<file path="src/rtl/odcpc_pkg.sv">
package odcpc_pkg;

	// ****************************************************************
	// Command word layout
	// ****************************************************************
	localparam int          WORD_W       = 24;
	localparam int          CMD_MSB      = 23;
	localparam int          CMD_LSB      = 20;
	localparam int          ADDR_MSB     = 19;
	localparam int          ADDR_LSB     = 16;
	localparam int          DATA_MSB     = 15;
	localparam int          PD_HI_BIT    = 9;
	localparam int          PD_LO_BIT    = 8;
	localparam int          CLR_SEL_HI   = 1;
	localparam int          CLR_SEL_LO   = 0;
	localparam int          REF_EN_BIT   = 0;
	localparam int          NUM_CH       = 8;
	localparam int          BIT_CNT_W    = 5;
	localparam logic [4:0]  LAST_BIT     = 5'h17;
	localparam logic [3:0]  ADDR_ALL     = 4'hf;

	// ****************************************************************
	// Command codes
	// ****************************************************************
	localparam logic [3:0]  CMD_WR_INPUT = 4'h0;
	localparam logic [3:0]  CMD_UPD_DAC  = 4'h1;
	localparam logic [3:0]  CMD_WR_UPD_ALL = 4'h2;
	localparam logic [3:0]  CMD_WR_UPD_N = 4'h3;
	localparam logic [3:0]  CMD_POWER    = 4'h4;
	localparam logic [3:0]  CMD_CLR_CODE = 4'h5;
	localparam logic [3:0]  CMD_SW_RESET = 4'h7;
	localparam logic [3:0]  CMD_REF      = 4'h8;

	// ****************************************************************
	// Power-down modes and clear codes
	// ****************************************************************
	typedef enum logic [1:0] {
		PD_NORMAL   = 2'b00,
		PD_1K_GND   = 2'b01,
		PD_100K_GND = 2'b10,
		PD_TRISTATE = 2'b11
	} odcpc_pd_mode_t;

	localparam logic [1:0]  CLR_SEL_ZERO = 2'h0;
	localparam logic [1:0]  CLR_SEL_MID  = 2'h1;
	localparam logic [1:0]  CLR_SEL_FULL = 2'h2;
	localparam logic [1:0]  CLR_SEL_NOP  = 2'h3;
	localparam logic [15:0] CODE_ZERO    = 16'h0000;
	localparam logic [15:0] CODE_MID     = 16'h8000;
	localparam logic [15:0] CODE_FULL    = 16'hffff;
	localparam logic        REF_RESET    = 1'h0;

	// ****************************************************************
	// Timing
	// ****************************************************************
	localparam int          CLK_PERIOD_NS = 20;
	localparam int          WAKE_TIME_NS  = 4000;
	localparam int          WAKE_CYCLES   = (WAKE_TIME_NS + CLK_PERIOD_NS - 1) / CLK_PERIOD_NS;
	localparam int          WAKE_CNT_W    = 8;
	localparam int          POR_CYCLES    = 16;
	localparam int          POR_CNT_W     = 5;

	// ****************************************************************
	// Word receiver states
	// ****************************************************************
	typedef enum logic [1:0] {
		RX_IDLE  = 2'b00,
		RX_SHIFT = 2'b01,
		RX_FULL  = 2'b10
	} odcpc_rx_state_t;

endpackage : odcpc_pkg

</file>
<file path="src/rtl/odcpc_wake_timer.sv">
`timescale 1ns/1ps

module odcpc_wake_timer #(
	parameter int WAKE = odcpc_pkg::WAKE_CYCLES
) (
	// Clock and reset
	input  wire logic ref_clk,
	input  wire logic rst,
	// Channel state
	input  wire logic poweredUp,
	output logic      ready
);

	logic [odcpc_pkg::WAKE_CNT_W-1:0] cnt_q;
	logic                             ready_q;

	assign ready = ready_q;

	// Ready drops while down and stays low for the full settle time after power-up
	always_ff @(posedge ref_clk) begin
		if (rst) begin
			cnt_q   <= '0;
			ready_q <= 1'b1;
		end else if (!poweredUp) begin
			cnt_q   <= odcpc_pkg::WAKE_CNT_W'(WAKE);
			ready_q <= 1'b0;
		end else if (cnt_q != '0) begin
			cnt_q   <= cnt_q - 1'b1;
			ready_q <= (cnt_q == odcpc_pkg::WAKE_CNT_W'(1));
		end
	end

endmodule : odcpc_wake_timer

</file>
<file path="src/rtl/odcpc_core.sv">
`timescale 1ns/1ps

module odcpc_core #(
	parameter int DATA_W      = 16,
	parameter bit MID_DEFAULT = 1'b0,
	parameter int POR_CYCLES  = odcpc_pkg::POR_CYCLES,
	parameter int WAKE        = odcpc_pkg::WAKE_CYCLES
) (
	// Clock and reset
	input  wire logic                                   ref_clk,
	input  wire logic                                   rst,
	// Command word from the serial front end
	input  wire logic                                   frameStart,
	input  wire logic                                   bitStrobe,
	input  wire logic                                   bitData,
	input  wire logic                                   frameStop,
	// Pins
	input  wire logic                                   load_strobe_n,
	input  wire logic                                   async_clear_n,
	// Channel outputs
	output logic [odcpc_pkg::NUM_CH*DATA_W-1:0]         dacCode,
	output logic [odcpc_pkg::NUM_CH*2-1:0]              pdModes,
	output logic [odcpc_pkg::NUM_CH-1:0]                chanReady,
	// Status
	output logic                                        refOn,
	output logic                                        clearModeActive,
	output logic                                        porBusy,
	output logic                                        wordAccepted
);

	localparam int                NCH      = odcpc_pkg::NUM_CH;
	localparam logic [DATA_W-1:0] POR_CODE = MID_DEFAULT ?
		odcpc_pkg::CODE_MID[15 -: DATA_W] : odcpc_pkg::CODE_ZERO[15 -: DATA_W];

	// ****************************************************************
	// Pin synchronisers
	// ****************************************************************
	// Three stages; a new level is accepted only when stages two and three agree
	logic [2:0] ldacSync_q;
	logic [2:0] clrSync_q;
	logic       ldacLevel_q;
	logic       clrLevel_q;
	logic       clrPrev_q;

	always_ff @(posedge ref_clk) begin
		if (rst) begin
			ldacSync_q <= 3'h7;
			clrSync_q  <= 3'h7;
		end else begin
			ldacSync_q <= {ldacSync_q[1:0], load_strobe_n};
			clrSync_q  <= {clrSync_q[1:0], async_clear_n};
		end
	end

	always_ff @(posedge ref_clk) begin
		if (rst) begin
			ldacLevel_q <= 1'b1;
			clrLevel_q  <= 1'b1;
			clrPrev_q   <= 1'b1;
		end else begin
			if (ldacSync_q[1] == ldacSync_q[2])
				ldacLevel_q <= ldacSync_q[2];
			if (clrSync_q[1] == clrSync_q[2])
				clrLevel_q <= clrSync_q[2];
			clrPrev_q <= clrLevel_q;
		end
	end

	// ****************************************************************
	// Power-on reset window
	// ****************************************************************
	logic                             swReset;
	logic                             rstAll;
	logic [odcpc_pkg::POR_CNT_W-1:0]  porCnt_q;
	logic                             porBusy_q;
	wire  logic                       clearEvent;
	wire  logic                       ldacActive;

	assign rstAll     = rst | swReset;
	assign porBusy    = porBusy_q;
	assign clearEvent = clrPrev_q & ~clrLevel_q & ~porBusy_q;
	assign ldacActive = ~ldacLevel_q & ~porBusy_q;

	always_ff @(posedge ref_clk) begin
		if (rstAll) begin
			porCnt_q  <= odcpc_pkg::POR_CNT_W'(POR_CYCLES);
			porBusy_q <= 1'b1;
		end else if (porCnt_q != '0) begin
			porCnt_q  <= porCnt_q - 1'b1;
			porBusy_q <= (porCnt_q != odcpc_pkg::POR_CNT_W'(1));
		end
	end

	// ****************************************************************
	// Command word receiver
	// ****************************************************************
	odcpc_pkg::odcpc_rx_state_t       rxState_q;
	odcpc_pkg::odcpc_rx_state_t       rxState_d;
	logic [odcpc_pkg::WORD_W-1:0]     word_q;
	logic [odcpc_pkg::BIT_CNT_W-1:0]  bitCnt_q;
	logic                             cmdDone;

	assign cmdDone = (rxState_q == odcpc_pkg::RX_FULL) & frameStop & ~clearEvent;

	always_comb begin
		rxState_d = rxState_q;
		unique case (rxState_q)
			odcpc_pkg::RX_IDLE: begin
				if (frameStart)
					rxState_d = odcpc_pkg::RX_SHIFT;
			end
			odcpc_pkg::RX_SHIFT: begin
				if (frameStop)
					rxState_d = odcpc_pkg::RX_IDLE;
				else if (bitStrobe && bitCnt_q == odcpc_pkg::LAST_BIT)
					rxState_d = odcpc_pkg::RX_FULL;
			end
			odcpc_pkg::RX_FULL: begin
				if (frameStop)
					rxState_d = odcpc_pkg::RX_IDLE;
			end
			default: rxState_d = odcpc_pkg::RX_IDLE;
		endcase
		if (clearEvent)
			rxState_d = odcpc_pkg::RX_IDLE;
		else if (frameStart)
			rxState_d = odcpc_pkg::RX_SHIFT;
	end

	always_ff @(posedge ref_clk) begin
		if (rstAll) begin
			rxState_q <= odcpc_pkg::RX_IDLE;
			bitCnt_q  <= '0;
			word_q    <= '0;
		end else begin
			rxState_q <= rxState_d;
			if (frameStart || clearEvent)
				bitCnt_q <= '0;
			else if (rxState_q == odcpc_pkg::RX_SHIFT && bitStrobe) begin
				bitCnt_q <= bitCnt_q + 1'b1;
				word_q   <= {word_q[odcpc_pkg::WORD_W-2:0], bitData};
			end
		end
	end

	// ****************************************************************
	// Word fields and command decode
	// ****************************************************************
	wire logic [3:0]        cmd;
	wire logic [3:0]        addr;
	wire logic [DATA_W-1:0] data;
	wire logic [1:0]        pdField;
	wire logic [1:0]        clrField;
	wire logic              isWrite;
	wire logic              isUpdN;
	wire logic              isUpdAll;
	wire logic              isPower;
	wire logic              isClrLoad;
	wire logic              isRef;

	assign cmd       = word_q[odcpc_pkg::CMD_MSB:odcpc_pkg::CMD_LSB];
	assign addr      = word_q[odcpc_pkg::ADDR_MSB:odcpc_pkg::ADDR_LSB];
	assign data      = word_q[odcpc_pkg::DATA_MSB -: DATA_W];
	assign pdField   = word_q[odcpc_pkg::PD_HI_BIT:odcpc_pkg::PD_LO_BIT];
	assign clrField  = word_q[odcpc_pkg::CLR_SEL_HI:odcpc_pkg::CLR_SEL_LO];
	assign isWrite   = cmdDone & (cmd == odcpc_pkg::CMD_WR_INPUT
		| cmd == odcpc_pkg::CMD_WR_UPD_ALL | cmd == odcpc_pkg::CMD_WR_UPD_N);
	assign isUpdN    = cmdDone & (cmd == odcpc_pkg::CMD_UPD_DAC | cmd == odcpc_pkg::CMD_WR_UPD_N);
	assign isUpdAll  = cmdDone & (cmd == odcpc_pkg::CMD_WR_UPD_ALL);
	assign isPower   = cmdDone & (cmd == odcpc_pkg::CMD_POWER);
	assign isClrLoad = cmdDone & (cmd == odcpc_pkg::CMD_CLR_CODE);
	assign isRef     = cmdDone & (cmd == odcpc_pkg::CMD_REF);
	assign swReset   = cmdDone & (cmd == odcpc_pkg::CMD_SW_RESET);

	// ****************************************************************
	// Clear code, clear mode and reference
	// ****************************************************************
	logic [1:0]             clrSel_q;
	logic                   clearMode_q;
	logic                   refEn_q;
	logic                   refOn_q;
	logic                   wordAcc_q;
	logic [DATA_W-1:0]      clearCode;
	wire  logic             allDown;

	// Select 11 never reaches the register, so the code map needs no entry for it
	always_comb begin
		unique case (clrSel_q)
			odcpc_pkg::CLR_SEL_MID:  clearCode = odcpc_pkg::CODE_MID[15 -: DATA_W];
			odcpc_pkg::CLR_SEL_FULL: clearCode = odcpc_pkg::CODE_FULL[15 -: DATA_W];
			default:                 clearCode = odcpc_pkg::CODE_ZERO[15 -: DATA_W];
		endcase
	end

	always_ff @(posedge ref_clk) begin
		if (rstAll) begin
			clrSel_q    <= odcpc_pkg::CLR_SEL_ZERO;
			clearMode_q <= 1'b0;
			refEn_q     <= odcpc_pkg::REF_RESET;
			refOn_q     <= odcpc_pkg::REF_RESET;
			wordAcc_q   <= 1'b0;
		end else begin
			if (isClrLoad && clrField != odcpc_pkg::CLR_SEL_NOP)
				clrSel_q <= clrField;
			if (clearEvent)
				clearMode_q <= 1'b1;
			else if (cmdDone)
				clearMode_q <= 1'b0;
			if (isRef)
				refEn_q <= word_q[odcpc_pkg::REF_EN_BIT];
			refOn_q   <= refEn_q & ~allDown;
			wordAcc_q <= cmdDone;
		end
	end

	assign clearModeActive = clearMode_q;
	assign refOn           = refOn_q;
	assign wordAccepted    = wordAcc_q;

	// ****************************************************************
	// Channels
	// ****************************************************************
	logic [NCH-1:0] downVec;

	assign allDown = &downVec;

	genvar ch;
	generate
		for (ch = 0; ch < NCH; ch++) begin : g_ch
			logic [DATA_W-1:0] inputReg_q;
			logic [DATA_W-1:0] dacReg_q;
			logic [1:0]        pd_q;
			wire  logic        sel;
			wire  logic        wrThis;
			wire  logic        updThis;
			wire  logic [DATA_W-1:0] srcIn;

			assign sel     = (addr == 4'(ch)) | (addr == odcpc_pkg::ADDR_ALL);
			assign wrThis  = isWrite & sel;
			// Strobe low copies continuously, so waking up shows the input value
			assign updThis = (isUpdN & sel) | isUpdAll | ldacActive;
			assign srcIn   = wrThis ? data : inputReg_q;

			// Clear has priority over a write finishing in the same cycle
			always_ff @(posedge ref_clk) begin
				if (rstAll) begin
					inputReg_q <= POR_CODE;
					dacReg_q   <= POR_CODE;
				end else if (clearEvent) begin
					inputReg_q <= clearCode;
					dacReg_q   <= clearCode;
				end else begin
					inputReg_q <= srcIn;
					if (updThis)
						dacReg_q <= srcIn;
				end
			end

			// Mode changes touch only the mode bits, never the stored codes
			always_ff @(posedge ref_clk) begin
				if (rstAll)
					pd_q <= odcpc_pkg::PD_NORMAL;
				else if (isPower && word_q[ch])
					pd_q <= pdField;
			end

			assign downVec[ch]                      = (pd_q != odcpc_pkg::PD_NORMAL);
			assign dacCode[ch*DATA_W +: DATA_W]     = dacReg_q;
			assign pdModes[ch*2 +: 2]               = pd_q;

			odcpc_wake_timer #(
				.WAKE      (WAKE)
			) u_wake (
				.ref_clk   (ref_clk),
				.rst       (rstAll),
				.poweredUp (~downVec[ch]),
				.ready     (chanReady[ch])
			);
		end
	endgenerate

endmodule : odcpc_core

</file>
<file path="config.mk">
export PLATFORM = sky130hd
export DESIGN_NAME = odcpc_core
export DESIGN_NICKNAME = d
export VERILOG_FILES = /design/src/rtl/odcpc_pkg.sv /design/src/rtl/odcpc_wake_timer.sv /design/src/rtl/odcpc_core.sv
export SDC_FILE = /design/constraint.sdc
export NUM_CORES = 1
export LEC_CHECK = 0
export ABC_CLOCK_PERIOD_IN_PS = 6860
export BUFFER_PORTS_ARGS = -buffer_cell sky130_fd_sc_hd__buf_2
export CORE_MARGIN = 3
export CORE_UTILIZATION = 31
export DETAILED_ROUTE_END_ITERATION = 6
export PLACE_DENSITY = 0.53
export SLEW_MARGIN = 0
export SYNTH_ARGS = -nofsm -noshare
export SYNTH_HDL_FRONTEND = slang
export SYNTH_SLANG_ARGS = --single-unit
</file>
<file path="constraint.sdc">
create_clock -name ref_clk -period 6.86 [get_ports ref_clk]
set_input_delay 2.058 -clock ref_clk [delete_from_list [all_inputs] [get_ports ref_clk]]
set_output_delay 2.058 -clock ref_clk [all_outputs]
set_load 0.02 [all_outputs]
</file>
==> key figures <==
STA
  • Final period utilization: approximately two thirds
  • Final Hold Fails: 0
  • Worst Slack Setup Final: between 2 and 2.5 ns
  • Tmin final: approximately 4.5 ns
  • Setup violators final: 0
  • Slew @ Worst Pin: ~1.2 ns
  • RSZ-0062 raised after global routing: false
  • Slew HR: 22.7%
  • Fmax: about 220 MHz
  • Post-route setup TNS: 0 ns
  • Slew Viols, Final: 0
  • Layout Skew: between 0.02 and 0.03 ns

Setup path
  • WP data required: 7.27 ns
  • Setup slack, reg-to-reg: 3.13 ns
  • Critical Path End Type: register
  • Worst-path maximum fanout: a little under 70
  • R2r startpoint: clrLevel_q
  • Arrival time worst endpoint: between 4 and 5 ns
  • Crit Path Class: in -> reg
  • Crit path launch: frameStop
  • CP startpoint kind: input pin

Global route
  • Initial antenna violation count: 0
  • Vias in the first global route: 12,400
  • Pin count of the biggest net entering global routing: 105
  • Gr usage total: roughly 17%
  • GRT overflow: 0
  • First-pass GRT wire length: 72,600 um

Power
  • Cell Pwr Density: 328 mW/mm2
  • Net Sw Power: approximately 1.7 mW
  • Internal power: around 4.4 mW
  • Clock Power Share: 39.4%
  • Sw Ratio: 28.0%
  • Static Leakage: between 6 and 7 nW
  • Comb power frac: 17.0%
  • Worst vdd ir: around 230 uV
  • Reg power frac: between 40 and 50%

Clock tree
  • Inserted Clock Buffers: 44
  • Num Clock Sinks: a little under 400
  • Clock Tree Root: clkbuf_16
  • # resized after CTS: 0
  • Maximum clock path buffer count: 3
  • H-tree levels: 2
  • Clock slew at reported path FFs: approximately 0.05 ns
  • Hold-fix buffers at CTS: 0
  • Setup repair bufs after CTS: 0
  • Clock latency on the worst-skew pair: 0.58 ns
  • CTS tree: done

Min path
  • Hold Crit Start: clrSync_q[0]
  • Hold Path Class: reg -> reg

Route
  • Drt pass-1 iters: 5
  • WL/cell: 18.8 um
  • Drt drc: 0
  • Vias: roughly 13,000
  • Detailed Route WL: between 40,000 and 50,000 um
  • Post-DRT Antenna Nets: 0
  • Initial DRC count: roughly 1,200
  • Vias per inst: roughly 5.3

Synthesis
  • Synthesized flop and latch total: ~400
  • Synthesized Nets: 1,789
  • Library cells used by synthesis: 57
  • Ys async rst share: 0%
  • Main synth FF type: dfxtp_1
  • Synth warn: 0
  • Mapped Cells: ~1,800
  • EDFF count, synth: 0
  • Syn Area/Cell: about 9.1 um2
  • Post-Syn Area: 0.0160 mm2
  • Sequential share of the synthesized area: 49.7%

Job
  • Max-capacitance violation count: 0

Floorplanning
  • Core Box Area: 0.0505 mm2
  • Die area: ~0.054 mm2
  • FP Rows: approximately 80
  • I/O Pins: about 160
  • Die Span Y: about 230 um
  • Initial Util: between 30% and 40%
  • Width of the chip: ~230 um

Cells and area
  • Filler instances: just over 5,000
  • Ant. Diodes: 0
  • Finished Layout Cells: between 2,000 and 3,000
  • # nets final: between 1,500 and 2,000
  • Multi-input gate area: 0.00724 mm2
  • Synthesis-to-layout area growth: 15.8%
  • Most common cell after layout, fill and taps aside: dfxtp_1
  • Layout cells sized above 1: roughly 17%
  • Reg area: approximately 0.0079 mm2
  • Most frequent cells in the layout: 396 x dfxtp_1, 222 x a21oi_1, 163 x buf_2

Place
  • Placer Congestion: about 0.74
  • Port bufs: between 150 and 200
  • Dpl cells: approximately 2,400
  • DP Worst Slack: 1.85 ns
  • HPWL Detailed: around 29,000 um

Outcome
  • Outcome: finished, final reports clean
per-layer routing:
layer  share of wire, %  global-route usage (%)
met1                 47                    23.4
met2                 46                    26.8
met3                5.1                    3.22
met4                2.1                    4.75
met5                  0                       0
cell type report:
cell class                 count  share of cell area (%)
sequential                   396                    42.9
tap                          672                    4.55
multi-input combinational   1180                    39.2
clock buffer                  65                    6.88
timing repair buffer         176                    5.01
clock inverter                10                   0.976
inverter                      22                   0.447
critical path: stages:
cell and delay (ns):
buf_2 0.11, and3b_1 0.41, o2111ai_4 0.64, buf_4 0.59, or2_1 0.55, a31oi_1 0.33, a21oi_1 0.11
synthesized netlist by cell type (10+ instances only):
| master | number | area, um2 |
|---|---|---|
| mux2i_1 | 50 | 500 |
| buf_1 | 13 | 48.8 |
| nor4_1 | 14 | 87.6 |
| and3_1 | 10 | 62.6 |
| buf_2 | 40 | 200 |
| nand4_1 | 11 | 68.8 |
| mux2_4 | 20 | 300 |
| nor2_1 | 125 | 469 |
| nand2_1 | 90 | 338 |
| xnor2_1 | 27 | 236 |
| dfxtp_1 | 396 | 7930 |
| ha_1 | 23 | 288 |
| inv_1 | 22 | 82.6 |
| clkbuf_1 | 83 | 312 |
| a31oi_2 | 20 | 250 |
| mux2_2 | 17 | 191 |
| o21ai_0 | 131 | 656 |
| nor3_1 | 128 | 641 |
| a31oi_1 | 152 | 951 |
| xor2_1 | 13 | 114 |
| a21oi_1 | 222 | 1110 |
| buf_4 | 18 | 135 |
| nand3_1 | 29 | 145 |
metrics by stage:
| step | power, mW | hold slack, ns | instance area (um2) | util, % |
|---|---|---|---|---|
| after floorplan | 3.52 | 0.389 | 16000 | - |
| after global placement | 3.67 | 0.402 | 17000 | 33.7 |
| after detailed placement | 3.71 | 0.399 | 17000 | 33.7 |
| after CTS | 6.12 | 0.412 | 18500 | 36.6 |
| after global routing | 6.38 | 0.429 | 18500 | 36.6 |
| final | 6.05 | 0.409 | 18500 | 36.6 |
worst paths after layout:
| kind | end | cells after the start |
|---|---|---|
| setup / recovery | g_ch[7].dacReg_q[13] | 7 |
| hold / removal | clrSync_q[1] | 1 |
| setup reg to reg | g_ch[7].dacReg_q[13] | 6 |
| hold reg to reg | clrSync_q[1] | 1 |
sequential cells by signal, indices dropped and copies added (netlist names), 2 cells and up:
| name | cells |
|---|---|
| g_ch.u_wake.cnt_q | 64 |
| clrSync_q | 3 |
| g_ch.pd_q | 16 |
| rxState_q | 2 |
| ldacSync_q | 3 |
| g_ch.u_wake.ready | 8 |
| clrSel_q | 2 |
| g_ch.dacReg_q | 128 |
| porCnt_q | 5 |
| bitCnt_q | 5 |
| word_q | 24 |
| g_ch.inputReg_q | 128 |
power groups by stage:
stage | Combinational, mW | Sequential, mW | Clock, mW
after detailed placement | 1.03 | 2.68 | 0
after global routing | 1.17 | 2.66 | 2.54
after floorplan | 0.877 | 2.65 | 0
after CTS | 1.03 | 2.63 | 2.45
final | 1.03 | 2.64 | 2.39
after global placement | 0.997 | 2.67 | 0
kinds of logic (layout without fill, tap and decap cells):
group,after synthesis,in the layout,share of synthesized area (%)
AOI/OAI and AO/OA,569,569,20.9
and+or+nand+nor,461,461,14.0
DFF,396,396,49.7
buffers and inverters,182,273,5.22
muxes,87,87,6.22
xor gates and xnor gates,40,40,2.20
adders and majority gates,23,23,1.80
Note: power is estimated with default switching activity, not from simulation.
